`src/design/flash_host_regs.svh`:
```
`ifndef FLASH_HOST_REGS_SVH
`define FLASH_HOST_REGS_SVH
`define ADR_UNLOCK1   17'h00555
`define ADR_UNLOCK2   17'h002aa
`define ADR_ANY       17'h00000
`define DAT_UNLOCK1   8'haa
`define DAT_UNLOCK2   8'h55
`define DAT_RESET     8'hf0
`define DAT_AUTOSEL   8'h90
`define DAT_PROGRAM   8'ha0
`define DAT_BYPASS    8'h20
`define DAT_BYP_EXIT  8'h00
`define DAT_ERASE     8'h80
`define DAT_CHIP      8'h10
`define DAT_BLOCK     8'h30
`define DAT_SUSPEND   8'hb0
`define DAT_RESUME    8'h30
`define CYC_NS        4
`define T_WP_NS       45
`define T_WH_NS       30
`define T_ACC_NS      45
`define T_ABORT_US    10
`define T_WIN_US      50
`define WP_CYC        ((`T_WP_NS + `CYC_NS - 1) / `CYC_NS)
`define WH_CYC        ((`T_WH_NS + `CYC_NS - 1) / `CYC_NS)
`define ACC_CYC       (((`T_ACC_NS + `CYC_NS - 1) / `CYC_NS) + 2)
`define ABORT_CYC     ((`T_ABORT_US * 1000 + `CYC_NS - 1) / `CYC_NS)
`define WIN_CYC       ((`T_WIN_US * 1000) / `CYC_NS)
`endif

```
`src/design/flash_host_pkg.sv`:
```
package flash_host_pkg;
    typedef enum logic [3:0] {
        OP_READ       = 4'h0,
        OP_RESET1     = 4'h1,
        OP_RESET3     = 4'h2,
        OP_AUTOSEL    = 4'h3,
        OP_PROG       = 4'h4,
        OP_BYP_ENTER  = 4'h5,
        OP_BYP_PROG   = 4'h6,
        OP_BYP_EXIT   = 4'h7,
        OP_CHIP_ERASE = 4'h8,
        OP_BLK_ERASE  = 4'h9,
        OP_BLK_ADD    = 4'ha,
        OP_SUSPEND    = 4'hb,
        OP_RESUME     = 4'hc
    } op_t;
    typedef enum logic [2:0] {
        S_IDLE  = 3'h0,
        S_SETUP = 3'h1,
        S_PULSE = 3'h2,
        S_HOLD  = 3'h3,
        S_READ  = 3'h4,
        S_ABORT = 3'h5
    } state_t;
endpackage

```
`src/design/flash_host.sv`:
```
`timescale 1ns/100ps
`default_nettype none
`include "flash_host_regs.svh"
module flash_host #(
    parameter int WIN_CYC = `WIN_CYC
) (
    input  wire logic        REF_CLK,
    input  wire logic        RST_B,
    input  wire logic        CLK_EN,
    input  wire logic        CMD_VALID,
    output logic             CMD_READY,
    input  wire logic [3:0]  CMD_OP,
    input  wire logic [16:0] CMD_ADDR,
    input  wire logic [7:0]  CMD_DATA,
    output logic             CMD_REJECT,
    output logic             RSP_VALID,
    output logic [7:0]       RSP_DATA,
    output logic             BYPASS_ACTIVE,
    output logic             BLOCK_WINDOW_OPEN,
    output logic [16:0]      FL_ADDR,
    output logic             FL_CE_B,
    output logic             FL_OE_B,
    output logic             FL_WE_B,
    input  wire logic [7:0]  FL_DQ_I,
    output logic [7:0]       FL_DQ_O,
    output logic             FL_DQ_OE
);
    localparam logic [13:0] WP_N    = 14'(`WP_CYC);
    localparam logic [13:0] WH_N    = 14'(`WH_CYC);
    localparam logic [13:0] ACC_N   = 14'(`ACC_CYC);
    localparam logic [13:0] ABORT_N = 14'(`ABORT_CYC);
    localparam logic [13:0] WIN_N   = 14'(WIN_CYC);

    if (WIN_CYC < 1 || WIN_CYC > 16383) begin : g_chk
        $error("WIN_CYC out of range");
    end

    ////////////////////////////////////////////////////////////////////////
    // Sequence table
    function automatic logic [24:0] seq_word(input flash_host_pkg::op_t op,
                                             input logic [2:0] idx,
                                             input logic [16:0] a,
                                             input logic [7:0] d);
        logic [24:0] ul;
        logic [24:0] w;
        ul = (idx == 3'h1 || idx == 3'h4) ? {`ADR_UNLOCK2, `DAT_UNLOCK2}
                                          : {`ADR_UNLOCK1, `DAT_UNLOCK1};
        w  = ul;
        unique case (op)
            flash_host_pkg::OP_READ:      w = {a, 8'h00};
            flash_host_pkg::OP_RESET1:    w = {`ADR_ANY, `DAT_RESET};
            flash_host_pkg::OP_RESET3:
                if (idx == 3'h2) w = {`ADR_ANY, `DAT_RESET};
            flash_host_pkg::OP_AUTOSEL:
                if (idx == 3'h2) w = {`ADR_UNLOCK1, `DAT_AUTOSEL};
            flash_host_pkg::OP_PROG: begin
                if (idx == 3'h2) w = {`ADR_UNLOCK1, `DAT_PROGRAM};
                if (idx == 3'h3) w = {a, d};
            end
            flash_host_pkg::OP_BYP_ENTER:
                if (idx == 3'h2) w = {`ADR_UNLOCK1, `DAT_BYPASS};
            flash_host_pkg::OP_BYP_PROG:
                w = (idx == 3'h0) ? {`ADR_ANY, `DAT_PROGRAM} : {a, d};
            flash_host_pkg::OP_BYP_EXIT:
                w = (idx == 3'h0) ? {`ADR_ANY, `DAT_AUTOSEL}
                                  : {`ADR_ANY, `DAT_BYP_EXIT};
            flash_host_pkg::OP_CHIP_ERASE, flash_host_pkg::OP_BLK_ERASE: begin
                if (idx == 3'h2) w = {`ADR_UNLOCK1, `DAT_ERASE};
                if (idx == 3'h5) w = (op == flash_host_pkg::OP_CHIP_ERASE)
                                     ? {`ADR_UNLOCK1, `DAT_CHIP}
                                     : {a, `DAT_BLOCK};
            end
            flash_host_pkg::OP_BLK_ADD:   w = {a, `DAT_BLOCK};
            flash_host_pkg::OP_SUSPEND:   w = {`ADR_ANY, `DAT_SUSPEND};
            flash_host_pkg::OP_RESUME:    w = {`ADR_ANY, `DAT_RESUME};
            default:                      w = ul;
        endcase
        return w;
    endfunction

    function automatic logic [2:0] seq_last(input flash_host_pkg::op_t op);
        unique case (op)
            flash_host_pkg::OP_RESET3, flash_host_pkg::OP_AUTOSEL,
            flash_host_pkg::OP_BYP_ENTER:                          return 3'h2;
            flash_host_pkg::OP_PROG:                               return 3'h3;
            flash_host_pkg::OP_BYP_PROG, flash_host_pkg::OP_BYP_EXIT: return 3'h1;
            flash_host_pkg::OP_CHIP_ERASE, flash_host_pkg::OP_BLK_ERASE: return 3'h5;
            default:                                               return 3'h0;
        endcase
    endfunction

    ////////////////////////////////////////////////////////////////////////
    // Pin synchroniser
    logic [7:0] dq_s1_q;
    logic [7:0] dq_s2_q;
    always_ff @(posedge REF_CLK or negedge RST_B) begin
        if (!RST_B) begin
            dq_s1_q <= 8'h00;
            dq_s2_q <= 8'h00;
        end else if (CLK_EN) begin
            dq_s1_q <= FL_DQ_I;
            dq_s2_q <= dq_s1_q;
        end
    end

    ////////////////////////////////////////////////////////////////////////
    // Sequencer
    flash_host_pkg::state_t st_q, st_d;
    flash_host_pkg::op_t    op_q, op_d, op_in;
    logic [2:0]  idx_q, idx_d;
    logic [13:0] cnt_q, cnt_d;
    logic [13:0] win_q, win_d;
    logic [16:0] a_q, a_d;
    logic [7:0]  d_q, d_d;
    logic        byp_q, byp_d;
    logic        rej_q, rej_d;
    logic        rv_q, rv_d;
    logic [7:0]  rd_q, rd_d;
    logic [16:0] pa_q, pa_d;
    logic [7:0]  po_q, po_d;
    logic        ce_q, ce_d, oe_q, oe_d, we_q, we_d, doe_q, doe_d;
    logic        byp_ok;
    logic        refuse;
    logic [24:0] word;

    assign op_in = flash_host_pkg::op_t'(CMD_OP);

    always_comb begin
        st_d  = st_q;
        op_d  = op_q;
        idx_d = idx_q;
        cnt_d = cnt_q;
        a_d   = a_q;
        d_d   = d_q;
        byp_d = byp_q;
        rej_d = 1'b0;
        rv_d  = 1'b0;
        rd_d  = rd_q;
        win_d = (win_q != 14'h0) ? win_q - 14'h1 : win_q;
        // While in bypass only reads, the single-write reset, bypass program and exit go out
        byp_ok = (op_in == flash_host_pkg::OP_READ) || (op_in == flash_host_pkg::OP_RESET1)
              || (op_in == flash_host_pkg::OP_BYP_PROG) || (op_in == flash_host_pkg::OP_BYP_EXIT);
        refuse = (byp_q != byp_ok && op_in != flash_host_pkg::OP_READ
                  && op_in != flash_host_pkg::OP_RESET1)
              || (op_in == flash_host_pkg::OP_BLK_ADD && win_q == 14'h0)
              || (CMD_OP > 4'hc);
        unique case (st_q)
            flash_host_pkg::S_IDLE:
                if (CMD_VALID) begin
                    if (refuse) begin
                        rej_d = 1'b1;
                    end else begin
                        op_d  = op_in;
                        a_d   = CMD_ADDR;
                        d_d   = CMD_DATA;
                        idx_d = 3'h0;
                        cnt_d = 14'h0;
                        st_d  = (op_in == flash_host_pkg::OP_READ) ? flash_host_pkg::S_READ
                                                                   : flash_host_pkg::S_SETUP;
                    end
                end
            flash_host_pkg::S_SETUP: begin
                // Address is stable a cycle before the enable falls
                st_d  = flash_host_pkg::S_PULSE;
                cnt_d = WP_N - 14'h1;
            end
            flash_host_pkg::S_PULSE:
                if (cnt_q == 14'h0) begin
                    st_d  = flash_host_pkg::S_HOLD;
                    cnt_d = WH_N - 14'h1;
                end else begin
                    cnt_d = cnt_q - 14'h1;
                end
            flash_host_pkg::S_HOLD:
                if (cnt_q != 14'h0) begin
                    cnt_d = cnt_q - 14'h1;
                end else if (idx_q != seq_last(op_q)) begin
                    idx_d = idx_q + 3'h1;
                    st_d  = flash_host_pkg::S_SETUP;
                end else begin
                    st_d = flash_host_pkg::S_IDLE;
                    if (op_q == flash_host_pkg::OP_BYP_ENTER) byp_d = 1'b1;
                    if (op_q == flash_host_pkg::OP_BYP_EXIT)  byp_d = 1'b0;
                    if (op_q == flash_host_pkg::OP_BLK_ERASE
                        || op_q == flash_host_pkg::OP_BLK_ADD) win_d = WIN_N;
                    if (op_q == flash_host_pkg::OP_SUSPEND
                        || op_q == flash_host_pkg::OP_RESUME) win_d = 14'h0;
                    if (op_q == flash_host_pkg::OP_RESET1
                        || op_q == flash_host_pkg::OP_RESET3) begin
                        // Conservative: an abort may be under way, so always wait
                        st_d  = flash_host_pkg::S_ABORT;
                        cnt_d = ABORT_N - 14'h1;
                        win_d = 14'h0;
                    end
                end
            flash_host_pkg::S_READ:
                if (cnt_q == ACC_N - 14'h1) begin
                    rv_d = 1'b1;
                    rd_d = dq_s2_q;
                    st_d = flash_host_pkg::S_IDLE;
                end else begin
                    cnt_d = cnt_q + 14'h1;
                end
            flash_host_pkg::S_ABORT:
                if (cnt_q == 14'h0) st_d = flash_host_pkg::S_IDLE;
                else cnt_d = cnt_q - 14'h1;
            default: st_d = flash_host_pkg::S_IDLE;
        endcase
        word  = seq_word(op_d, idx_d, a_d, d_d);
        pa_d  = word[24:8];
        po_d  = word[7:0];
        ce_d  = (st_d == flash_host_pkg::S_IDLE) || (st_d == flash_host_pkg::S_ABORT);
        oe_d  = st_d != flash_host_pkg::S_READ;
        we_d  = st_d != flash_host_pkg::S_PULSE;
        doe_d = (st_d == flash_host_pkg::S_SETUP) || (st_d == flash_host_pkg::S_PULSE)
             || (st_d == flash_host_pkg::S_HOLD);
    end

    always_ff @(posedge REF_CLK or negedge RST_B) begin
        if (!RST_B) begin
            st_q  <= flash_host_pkg::S_IDLE;
            op_q  <= flash_host_pkg::OP_READ;
            idx_q <= 3'h0;
            cnt_q <= 14'h0;
            win_q <= 14'h0;
            a_q   <= 17'h00000;
            d_q   <= 8'h00;
            byp_q <= 1'b0;
            rej_q <= 1'b0;
            rv_q  <= 1'b0;
            rd_q  <= 8'h00;
            pa_q  <= 17'h00000;
            po_q  <= 8'h00;
            ce_q  <= 1'b1;
            oe_q  <= 1'b1;
            we_q  <= 1'b1;
            doe_q <= 1'b0;
        end else if (CLK_EN) begin
            st_q  <= st_d;
            op_q  <= op_d;
            idx_q <= idx_d;
            cnt_q <= cnt_d;
            win_q <= win_d;
            a_q   <= a_d;
            d_q   <= d_d;
            byp_q <= byp_d;
            rej_q <= rej_d;
            rv_q  <= rv_d;
            rd_q  <= rd_d;
            pa_q  <= pa_d;
            po_q  <= po_d;
            ce_q  <= ce_d;
            oe_q  <= oe_d;
            we_q  <= we_d;
            doe_q <= doe_d;
        end
    end

    assign CMD_READY         = st_q == flash_host_pkg::S_IDLE;
    assign CMD_REJECT        = rej_q;
    assign RSP_VALID         = rv_q;
    assign RSP_DATA          = rd_q;
    assign BYPASS_ACTIVE     = byp_q;
    assign BLOCK_WINDOW_OPEN = win_q != 14'h0;
    assign FL_ADDR           = pa_q;
    assign FL_CE_B           = ce_q;
    assign FL_OE_B           = oe_q;
    assign FL_WE_B           = we_q;
    assign FL_DQ_O           = po_q;
    assign FL_DQ_OE          = doe_q;

    logic we_prev_q;
    logic wfall;
    // Write-enable history kept in a flop, not a sampled-value call
    always_ff @(posedge REF_CLK or negedge RST_B) begin
        if (!RST_B) begin
            we_prev_q <= 1'b1;
        end else if (CLK_EN) begin
            we_prev_q <= FL_WE_B;
        end
    end
    assign wfall = !FL_WE_B && we_prev_q;
endmodule
`default_nettype wire

```
`config.mk`:
```
export PLATFORM = sky130hd
export DESIGN_NAME = flash_host
export DESIGN_NICKNAME = d
export VERILOG_FILES = /design/src/design/flash_host_pkg.sv /design/src/design/flash_host.sv
export VERILOG_INCLUDE_DIRS = /design/src /design/src/design
export SDC_FILE = /design/constraint.sdc
export NUM_CORES = 1
export LEC_CHECK = 0
export BUFFER_PORTS_ARGS = -buffer_cell sky130_fd_sc_hd__buf_2
export CAP_MARGIN = 20
export CORE_ASPECT_RATIO = 1.5
export CORE_UTILIZATION = 60
export CTS_CLUSTER_DIAMETER = 120
export DETAILED_ROUTE_END_ITERATION = 16
export HOLD_SLACK_MARGIN = 0.12
export PLACE_DENSITY = 0.79
export SLEW_MARGIN = 20
export SYNTH_ARGS = -nofsm -noshare
export SYNTH_HDL_FRONTEND = slang
export SYNTH_SLANG_ARGS = --single-unit
```
`constraint.sdc`:
```
create_clock -name REF_CLK -period 4.4 [get_ports REF_CLK]
set_input_delay 0.44 -clock REF_CLK [delete_from_list [all_inputs] [get_ports REF_CLK]]
set_output_delay 0.44 -clock REF_CLK [all_outputs]
set_load 0.02 [all_outputs]
```
== After elaboration in Yosys (flattened, before gate mapping) ==
Memory sizes are Yosys's and may differ from the RTL's.
Cells that the tools add are included.

* Reduce and logical (&&, ||, !) cells: 31
* Order comparisons: 1
* Equality and inequality tests: 50
* Mux-type cells: 61
* Bitwise operators: 2
* Add/sub/neg operators: 4

{| class="wikitable"
|+ Operator list
! operator !! count
|-
| $pmux 25 s12 || 1
|-
| $mux 14 || 15
|-
| $mux 19 || 6
|-
| $mux 25 || 4
|-
| $pmux 14 s6 || 1
|-
| $mux 17 || 3
|-
| $mux 3 || 15
|-
| $eq 4x4->1 const B || 10
|-
| $eq 4x3->1 const B || 8
|-
| $mux 8 || 4
|-
| $logic_not 14->1 || 2
|-
| $reduce_bool 14->1 || 2
|-
| $sub 14x1->14 const B || 2
|-
| $eq 3x2->1 const B || 6
|-
| $pmux 3 s6 || 1
|-
| $eq 3x3->1 const B || 5
|-
| $add 14x1->14 const B || 1
|-
| $eq 14x4->1 const B || 1
|-
| $eq 4x1->1 const B || 3
|-
| $eq 4x2->1 const B || 3
|-
| $logic_or 1x1->1 || 12
|-
| $mux 4 || 3
|-
| $eq 3x1->1 const B || 3
|-
| $logic_not 3->1 || 3
|-
| other kinds (20) || 35
|}

* Memories: 1
* Output and inout port bits: 42
* Bits in read-only memories: 48
* Bits of input ports: 41
* Flip-flop bits (word level): 119

{| class="wikitable"
|+ Memories
! memory !! depth !! bits a word !! read ports !! clocked after memory_dff !! wr ports !! line !! RTL
|-
| (name not given) || 16 || 3 || 1 || 0 || 0 || flash_host.sv:82 || <nowiki>unique case (op)</nowiki>
|}

== Longest topological paths before layout ==
Gate-level depths: netlist of the first run.

* Depth in word-level cells: 18
* Depth in mapped cells: 15
* Depth with buffers taken out: 11

== Least setup slack after synthesis of the first run ==
No wires, ideal clock.

* Kind: register to register
* Start point: reg op_q[1]
* End point: reg pa_q[11] (netlist: FL_ADDR[11])
* Slack: 1.173 ns
* Stages on the path, launching flop included: 13
* Data arrival time: 3.095 ns
* Path buffers: 1
* Required time: 4.268 ns
* Path through: dfrtp_1 > clkbuf_1 > clkinv_1 > ha_1 > and2_1 > o21ai_0 > and2_1 > o21ai_2 > a31o_4 > o31ai_4 > a21oi_4 > o311ai_4 > o2bb2ai_1

* Cells in the longest elaborated chain, start to end: 10
* Elaborated cells on any way between the ends: 32
* Classes of those cells: eq/ne (15); mux (13); reduce/logical (3); memory (1)

{| class="wikitable"
|+ RTL lines
! what !! line !! RTL
|-
| start, declared || flash_host.sv:109 || <nowiki>flash_host_pkg::op_t op_q, op_d, op_in;</nowiki>
|-
| start signal, assigned || flash_host.sv:222 || <nowiki>op_q <= flash_host_pkg::OP_READ;</nowiki>
|-
| start signal, assigned || flash_host.sv:240 || <nowiki>op_q <= op_d;</nowiki>
|-
| $mem_v2 16x3 || -- ||
|-
| $mux 3 || flash_host.sv:175 || <nowiki>if (cnt_q != 14'h0) begin</nowiki>
|-
| $mux 3 || flash_host.sv:147 || <nowiki>unique case (st_q)</nowiki>
|-
| $ne 3x3->1 || flash_host.sv:177 || <nowiki>end else if (idx_q != seq_last(op_q)) begin</nowiki>
|-
| $mux 3 || flash_host.sv:177 ||
|-
| $mux 3 || flash_host.sv:175 ||
|-
| $pmux 3 s2 || flash_host.sv:147 ||
|-
| $eq 3x3->1 (tied with other cells) || flash_host.sv:69 || <nowiki>if (idx == 3'h5) w = (op == flash_host_pkg::OP_CHIP_ERASE)</nowiki>
|-
| $mux 25 (on tied branches) || flash_host.sv:69, flash_host.sv:58, flash_host.sv:63 ||
|-
| $pmux 25 s12 (*) || flash_host.sv:49 || <nowiki>unique case (op)</nowiki>
|-
| end signal, assigned || flash_host.sv:250 || <nowiki>pa_q <= pa_d;</nowiki>
|-
| end, declared || flash_host.sv:119 || <nowiki>logic [16:0] pa_q, pa_d;</nowiki>
|}

Every way passes the cells marked *; elsewhere a longest branch is shown, timed or not. The select of a mux whose other input is x is not followed.
A chain may end at the register's enable or synchronous reset.

== Worst setup path in the final report of the first run ==
* Start point: reg win_q[0]
* End point: reg po_q[4] (netlist: FL_DQ_O[4])

* Cells in the longest elaborated chain, start to end: 13
* Elaborated cells on any way between the ends: 45
* Classes of those cells: eq/ne (17); mux (20); reduce/logical (8)

{| class="wikitable"
|+ RTL lines
! what !! line !! RTL
|-
| start, declared || flash_host.sv:112 || <nowiki>logic [13:0] win_q, win_d;</nowiki>
|-
| start signal, assigned || flash_host.sv:243 || <nowiki>win_q <= win_d;</nowiki>
|-
| $logic_not 14->1 (*) || flash_host.sv:145 || <nowiki>|| (op_in == flash_host_pkg::OP_BLK_ADD && win_q == 14'h0)</nowiki>
|-
| $logic_and 1x1->1 (*) || flash_host.sv:145 ||
|-
| $logic_or 1x1->1 (*) || flash_host.sv:145 ||
|-
| $logic_or 1x1->1 (*) || flash_host.sv:146 || <nowiki>|| (CMD_OP > 4'hc);</nowiki>
|-
| $mux 3 || flash_host.sv:150 || <nowiki>if (refuse) begin</nowiki>
|-
| $mux 3 || flash_host.sv:149 || <nowiki>if (CMD_VALID) begin</nowiki>
|-
| $pmux 3 s2 || flash_host.sv:147 ||
|-
| $eq 3x1->1 or $eq 3x3->1 (tied branches) || flash_host.sv:46 || <nowiki>ul = (idx == 3'h1 || idx == 3'h4) ? {`ADR_UNLOCK2, `DAT_UNLOCK2}</nowiki>
|-
| $logic_or 1x1->1 || flash_host.sv:46 ||
|-
| $mux 19 || flash_host.sv:46 ||
|-
| $mux 19 (on tied branches) || flash_host.sv:68, flash_host.sv:57 ||
|-
| $mux 25 (on tied branches) || flash_host.sv:69, flash_host.sv:58 ||
|-
| $pmux 25 s12 (*) || flash_host.sv:49 ||
|-
| end signal, assigned || flash_host.sv:251 || <nowiki>po_q <= po_d;</nowiki>
|-
| end, declared || flash_host.sv:120 || <nowiki>logic [7:0] po_q, po_d;</nowiki>
|}

Every way passes the cells marked *; elsewhere a longest branch is shown, timed or not.

==> key figures, run 1 <==
Outcome
  • Outcome: finished, final reports clean

Die
  • Starting Density: 61.85%
  • Die Y: 141.4 microns
  • Row count: 50
  • Core region area: 12570 sq um
  • Die X: 94.96 microns
  • Die ar.: 13430 sq um
  • I/O pin count: 83

Worst setup path
  • R2r endpoint: FL_DQ_O[4]$_DFFE_PN0P_
  • CP Max Fanout: 16
  • Startpoint Class: flip-flop
  • Worst R2R Path Depth: 12
  • Critical path type: reg2reg
  • Crit. End Element: flip-flop
  • Critical Path RT: 4660 ps
  • Reg2Reg Setup Slack: 620 ps
  • Critical Path AT: 4040 ps
  • Critical R2R Launch: win_q[0]$_DFFE_PN0P_

Min path
  • Min-Delay Startpoint: FL_DQ_I[6]
  • Hold depth: 2
  • Hold Crit Class: in2reg
  • Worst Hold Path EP: dq_s1_q[6]$_DFFE_PN0P_

Timing
  • Clk_skew: 12.42 ps
  • Hold Violations, Final: 0
  • Tmin final: 3775 ps
  • Worst slew pin tran: 1047 ps
  • FMAX: 264.9 MHz
  • RSZ-0062 raised after global routing: no
  • Final worst setup slack: 624.7 ps
  • Fin. max-slew vios: 0
  • Tcrit/Tclk final: 85.80%
  • Rel. slew slack: 29.64%
  • Final setup violation count: 0
  • Fin Setup TNS: 0 ps

Finish
  • Post-layout nets: 948
  • Share of cells above drive strength 1: 24.23%
  • Number of diodes: 0
  • Layout area overhead: 13.42%

Clock tree
  • Max Buffers Root-to-Sink: 2
  • Resized Gates After CTS: 0
  • Worst skew pair latency: 420 ps
  • CTS tree: done
  • Postcts setup bufs: 0
  • CTS Buf Count: 17
  • H-tree depth: 4
  • Clk pin slew, worst setup/hold paths: 70 ps
  • Root Buffer: clkbuf_16
  • CTS Sinks: 119

Drt
  • Remaining DRCs: 0
  • Post-DR wirelength/cell: 20.19 microns
  • DR vias: 7005
  • Vias/cell: 6.559
  • DRT Pass-1 Iters: 5
  • DR iter-0 viols: 442
  • Final wirelength: 21.57 mm
  • Routed Antenna Nets: 0

GRT
  • Gr usage total: 33.02%
  • Met3 Usage GRT: 5.198%
  • Met1 Track Usage GR: 38.35%
  • Busiest grt layer: met2
  • Grt total ovfl: 0
  • Global-route wire length before repair: 34.18 mm
  • Largest net degree at the start of global routing: 59
  • Initial antenna violation count: 0
  • Met2 Use GR: 57.67%
  • Vias in the first global route: 6924

Synthesis
  • Synth top area share: 37.32%
  • Post-synth EDFFs: 0
  • Top cells by area, synth: dfrtp_1 (37%), mux2_2 (7.4%), nand2_1 (4.3%)
  • Async set-reset flop share out of synthesis: 100.0%
  • Synth Register Bits: 119
  • Mean Syn Cell Area: 9.281 sq um
  • Mapped Area: 7777 sq um
  • Synth area leader: dfrtp_1
  • Synth unique cells: 92
  • Yosys warning total: 0
  • Most used DFF post-synth: dfrtp_1
  • Cell count after synthesis: 838
  • Mapped Nets: 887
  • Sequential area share after synthesis: 38.34%

Power and ir drop
  • Static leakage: 3.889 nW
  • Worst VDD drop: 0.4934 mV
  • Pwr/cell area: 727.1 nW/um^2

Placed design
  • HPWL after DPL: 15.41 mm
  • Pre-CTS WS: 643.8 ps
  • Gpl congestion: 0.9461
  • Number of buffers added on ports: 82

Run
  • MaxCap Viol Count: 0
[power by group]
part	leakage [nW]	switching, mW	internal [mW]
clock network	0.292	0.639	0.769
logic	2.12	1.91	1.18
registers	1.48	0.435	1.49
total	3.89	2.98	3.43
[cell families (layout without fill, tap and decap cells)]
| kind of cell | count (synthesis) | in the layout | synth area share, % |
|---|---|---|---|
| AND/OR/NAND/NOR | 296 | 296 | 19.98 |
| AO/OA/AOI/OAI | 249 | 249 | 23.52 |
| flip-flops | 119 | 119 | 38.34 |
| buffers and inverters | 78 | 152 | 4.874 |
| multiplexers | 73 | 73 | 10.22 |
| XOR/XNOR | 15 | 15 | 1.786 |
| adder cells (fa/ha/maj) | 8 | 8 | 1.287 |
[layout by cell type, fill, tap and decap left out, drive strengths merged, types with 4 or more instances in the layout]
master | Yosys | layout
nor2 | 59 | 59
or4 | 6 | 6
a21oi | 48 | 48
clkinv | 2 | 6
a211oi | 9 | 9
nand3 | 26 | 26
o221ai | 7 | 7
ha | 8 | 8
a32o | 5 | 5
clkbuf | 29 | 17
nand4 | 7 | 7
a21o | 7 | 7
mux2 | 51 | 51
nor3 | 29 | 29
a31oi | 11 | 11
nor2b | 4 | 4
nand2b | 15 | 15
buf | 27 | 97
a22o | 8 | 8
dfrtp | 116 | 116
o31ai | 10 | 10
o211ai | 7 | 7
or3 | 8 | 8
o21a | 7 | 7
a31o | 4 | 4
nor4 | 18 | 18
o22ai | 6 | 6
xor2 | 4 | 4
o2bb2ai | 11 | 11
mux2i | 22 | 22
o2111ai | 5 | 5
nand2 | 90 | 90
and3 | 13 | 13
and2 | 8 | 8
xnor2 | 11 | 11
inv | 20 | 30
a21boi | 7 | 7
a311oi | 4 | 4
o21ai | 64 | 64
[through the flow]
stage | instances | hold WS [ps] | power (mW) | utilization (%) | instance area, sq um
4_1_cts | 1068 | 249.1 | 6.386 | 70.15 | 8821
2_1_floorplan | 838 | 144.4 | 4.189 | - | 7777
6_report | 1068 | 254.1 | 6.414 | 70.15 | 8821
3_3_place_gp | 1035 | 320.5 | 4.860 | 65.29 | 8210
5_1_grt | 1068 | 251.8 | 6.781 | 70.15 | 8821
3_5_place_dp | 1035 | 330.5 | 4.965 | 65.29 | 8210
[synth_stat cells, types with 10 or more instances]
cell	n
o21ai_0	53
nor4_1	14
nand2b_1	15
buf_2	12
nor3_1	26
clkbuf_1	29
mux2_2	51
dfrtp_1	116
nand2_1	90
and3_1	12
nand3_1	25
mux2i_1	22
nor2_1	59
xnor2_1	10
inv_1	20
a31oi_1	10
o2bb2ai_1	11
a21oi_1	45
[worst max-delay path: stages (launching register included)]
cell,delay [ps]
dfrtp_1,420
inv_1,70
ha_1,210
or4b_2,680
nor4_4,260
a211o_2,430
buf_4,280
a31o_4,220
nor2_1,60
buf_4,180
o21ai_0,450
o32a_1,240
o21ai_1,100
[per-layer routing]
| metal | share of wire [%] | vias up | routed length, microns |
|---|---|---|---|
| met4 | 4.1 | 0 | 892 |
| met2 | 51 | 269 | 11080 |
| met1 | 40 | 3414 | 8600 |
| li1 | - | 3260 | - |
| met3 | 4.6 | 62 | 996 |
| met5 | 0 | - | 0 |
[how the worst max path moves through the flow]
stage	start	end	slack [ps]	cells after the start
6_report	win_q[0]$_DFFE_PN0P_	FL_DQ_O[4]$_DFFE_PN0P_	620	12
3_5_place_dp	win_q[0]$_DFFE_PN0P_	FL_DQ_O[6]$_DFFE_PN0P_	640	12
3_3_place_gp	win_q[0]$_DFFE_PN0P_	FL_DQ_O[4]$_DFFE_PN0P_	720	12
4_1_cts	win_q[0]$_DFFE_PN0P_	FL_DQ_O[6]$_DFFE_PN0P_	620	12
5_1_grt	win_q[0]$_DFFE_PN0P_	FL_ADDR[8]$_DFFE_PN0P_	400	12
2_1_floorplan	op_q[1]$_DFFE_PN0P_	FL_ADDR[11]$_DFFE_PN0P_	1170	12
[registers in the layout, summed over array words and instances, names as in the netlist, 3 cells and up]
name,flops
dq_s2_q,8
cnt_q,14
dq_s1_q,8
d_q,8
win_q,14
FL_DQ_O,8
idx_q,3
RSP_DATA,8
st_q,3
FL_ADDR,17
a_q,17
op_q,4
[layout make-up]
| cell class | count | area (sq um) |
|---|---|---|
| clock inverters | 15 | 175.2 |
| repair buffers | 98 | 535.5 |
| multi-input cells | 641 | 4425 |
| clock buffers | 17 | 425.4 |
| well taps | 156 | 195.2 |
| flip-flops and latches | 119 | 2982 |
| fillers | 989 | 3754 |
| inverters | 22 | 82.58 |
[repair_timing]
action | CTS | global route
setup endpoints to repair | 0 | 0
hold buffers | 1 | 0
hold endpoints to repair | 18 | 0
No activity file was read; power rests on OpenSTA's default activity.
==> run 2, diff against run 1 <==
--- a/config.mk
+++ b/config.mk
@@ -9,11 +9,12 @@
 export BUFFER_PORTS_ARGS = -buffer_cell sky130_fd_sc_hd__buf_2
 export CAP_MARGIN = 20
+export CELL_PAD_IN_SITES_DETAIL_PLACEMENT = 2
+export CELL_PAD_IN_SITES_GLOBAL_PLACEMENT = 2
 export CORE_ASPECT_RATIO = 1.5
-export CORE_UTILIZATION = 60
+export CORE_UTILIZATION = 37
 export CTS_CLUSTER_DIAMETER = 120
 export DETAILED_ROUTE_END_ITERATION = 16
 export HOLD_SLACK_MARGIN = 0.12
-export PLACE_DENSITY = 0.79
-export SLEW_MARGIN = 20
+export PLACE_DENSITY = 0.78
 export SYNTH_ARGS = -nofsm -noshare
 export SYNTH_HDL_FRONTEND = slang
==> constraint.sdc (replaced) <==
create_clock -name REF_CLK -period 4.4 [get_ports REF_CLK]
set_input_delay 0.44 -clock REF_CLK [delete_from_list [all_inputs] [get_ports REF_CLK]]
set_output_delay 0.44 -clock REF_CLK [all_outputs]
set_load 0.1 [all_outputs]
==> run 2 against run 1 <==
Effect of this change:
- routed wire length grew 31%
- global-route usage fell by 5.6 points
- die area up 61%
- clock power fell by 9%
- via count is 3.3% higher
- largest cell class unchanged
- sequential share of layout area down 0.47 points
- critical path depth decreased by 2
- non-clock buffer count is 7 higher
- combinational power rose by 33%
- core utilization shrank 27 points
- largest power group unchanged
- setup slack got worse by 130 ps
==> key figures, run 2 (same netlist as run 1, synthesis figures left out) <==
Outcome
  • Outcome: finished, final reports clean

Worst setup path
  • Critical path type: reg2reg
  • Critical Path RT: 4700 ps (+40 ps)
  • Critical Path AT: 4200 ps (+160 ps)
  • Reg2Reg Setup Slack: 500 ps (-130 ps)
  • CP Max Fanout: 34 (+18)
  • Crit. End Element: flip-flop
  • Startpoint Class: flip-flop

Placed design
  • Gpl congestion: 0.9503 (+0.44%)
  • HPWL after DPL: 20.29 mm (+32%)
  • Number of buffers added on ports: 82 (unchanged)

GRT
  • Global-route wire length before repair: 45.18 mm (+32%)
  • Grt total ovfl: 0 (unchanged)
  • Gr usage total: 27.39% (-5.6 points)
  • Vias in the first global route: 8296 (+20%)
  • Initial antenna violation count: 0 (unchanged)
  • Largest net degree at the start of global routing: 63 (+6.8%)

Clock tree
  • Root Buffer: clkbuf_16
  • Max Buffers Root-to-Sink: 2 (unchanged)
  • CTS Buf Count: 17 (unchanged)
  • CTS Sinks: 119 (unchanged)
  • CTS tree: done
  • Worst skew pair latency: 440 ps (+20 ps)
  • H-tree depth: 4 (unchanged)
  • Clk pin slew, worst setup/hold paths: 60 ps (about the same)

Timing
  • Final setup violation count: 0 (unchanged)
  • RSZ-0062 raised after global routing: no
  • Clk_skew: 16.83 ps (+4.408 ps)
  • Fin. max-slew vios: 0 (unchanged)
  • Hold Violations, Final: 0 (unchanged)
  • Tmin final: 3901 ps (+125.7 ps)
  • Worst slew pin tran: 961.4 ps (-85.84 ps)
  • Fin Setup TNS: 0 ps (unchanged)
  • FMAX: 256.3 MHz (-3.2%)
  • Rel. slew slack: 35.41% (+5.8 points)
  • Tcrit/Tclk final: 88.66% (+2.9 points)

Power and ir drop
  • Worst VDD drop: 0.4295 mV (-13%)
  • Pwr/cell area: 816.3 nW/um^2 (+12%)
  • Clk pwr share: 17.6% (-4.4 points)
  • Comb pwr share: 56.3% (+8.3 points)
  • Sw Share: 52.65% (+6.2 points)
  • Sw Pwr: 3.844 mW (+29%)
  • Static leakage: 3.875 nW (-0.36%)
  • Int Pwr: 3.457 mW (+0.66%)
  • Sequential Power Share: 26.1% (-3.9 points)
  • Tot Pwr: 7.301 mW (+14%)

Finish
  • Commonest cells after routing, fill and taps aside: dfrtp_1 (116), nand2_1 (90), buf_2 (81), nor2_1 (59), o21ai_0 (53)
  • Post-layout nets: 955 (+0.74%)
  • Layout area overhead: 15.01%
  • Share of cells above drive strength 1: 24.59% (+0.36 points)
  • Final Util: 43.63% (-27 points)
  • Number of diodes: 0 (unchanged)
  • Leading cell type in the layout, fill and taps excluded: dfrtp_1

Drt
  • DRT Pass-1 Iters: 5 (unchanged)
  • Post-DR wirelength/cell: 23.92 microns (+18%)
  • DR vias: 7234 (+3.3%)
  • Vias/cell: 6.115 (-6.8%)
  • DR iter-0 viols: 317 (-28%)
  • Remaining DRCs: 0 (unchanged)
  • Final wirelength: 28.30 mm (+31%)
  • Routed Antenna Nets: 0 (unchanged)

Min path
  • Hold Crit Class: in2reg

Die
  • Core region area: 20500 sq um (+63%)
  • I/O pin count: 83 (unchanged)
  • Row count: 64 (+28%)
  • Starting Density: 37.94% (-24 points)
  • Die ar.: 21620 sq um (+61%)
  • Die Y: 179.6 microns (+27%)
  • Die X: 120.4 microns (+27%)

Run
  • MaxCap Viol Count: 0 (unchanged)
==> run 2: cell types whose count changed in the layout (fill, tap and decap cells not counted), sizes merged <==
cell | before | now
buf | 97 | 104
inv | 30 | 21
clkbuf | 17 | 21
clkinvlp | 1 | 7
clkinv | 6 | 5
==> run 2: final cells by class <==
type	instances	area (sq um)
fillers	2296	11550
multi-input cells	641	4425
flip-flops and latches	119	2982
repair buffers	105	588.1
clock buffers	21	460.4
well taps	264	330.3
inverters	22	82.58
clock inverters	11	76.32
==> run 2: worst paths after layout <==
check,startpoint,end,depth (start not counted)
worst min-delay path,FL_DQ_I[6],dq_s1_q[6]$_DFFE_PN0P_,2
worst min register to register,FL_ADDR[16]$_DFFE_PN0P_,FL_ADDR[16]$_DFFE_PN0P_,1
worst max-delay path,win_q[0]$_DFFE_PN0P_,FL_DQ_O[7]$_DFFE_PN0P_,10
min in group asynchronous,RST_B,op_q[1]$_DFFE_PN0P_,2
worst max register to register,win_q[0]$_DFFE_PN0P_,FL_DQ_O[7]$_DFFE_PN0P_,10
max in group asynchronous,RST_B,FL_WE_B$_DFFE_PN1P_,3
==> run 2: through the flow <==
stage / std cells / worst slack, ps / hold slack, ps / area, sq um
6_report: 1183 / 499.0 / 247.9 / 8945
5_1_grt: 1183 / 294.4 / 238.5 / 8945
4_1_cts: 1183 / 505.4 / 227.1 / 8945
3_5_place_dp: 1150 / 563.4 / 480.2 / 8398
3_3_place_gp: 1150 / 737.9 / 463.9 / 8398
2_1_floorplan: 838 / 484.0 / 144.4 / 7777
==> run 2: layer usage <==
layer  vias up  routed length, microns  global-route usage [%]
li1       3258                       -                       -
met1      3692                   10380                   27.86
met2       192                   15400                   50.87
met3        92                     914                   4.537
met4         0                    1594                   17.23
met5         -                       0                       0
==> run 2: power groups by stage <==
stage | Combinational, mW | Sequential (mW) | Clock (mW)
after floorplan | 2.35 | 2.55 | 0
final | 4.11 | 1.91 | 1.28
after global placement | 3.88 | 1.87 | 0
after detailed placement | 4.04 | 1.91 | 0
after CTS | 4.11 | 1.91 | 1.31
after global routing | 4.37 | 1.96 | 1.36
==> run 2: repair_timing <==
item | 4_1_cts | 5_1_grt
gates resized for setup | 0 | 0
hold buffers | 1 | 0
setup buffers | 0 | 0
hold endpoints to repair | 47 | 0
==> run 2: worst max-delay path, stage by stage (launching register included) <==
cell	delay, ps
dfrtp_1	410
inv_1	70
ha_1	210
or4b_2	680
nor4_4	290
a211o_2	660
a31oi_4	300
nor3_4	400
o21ai_1	130
a2111oi_1	470
a31oi_1	140
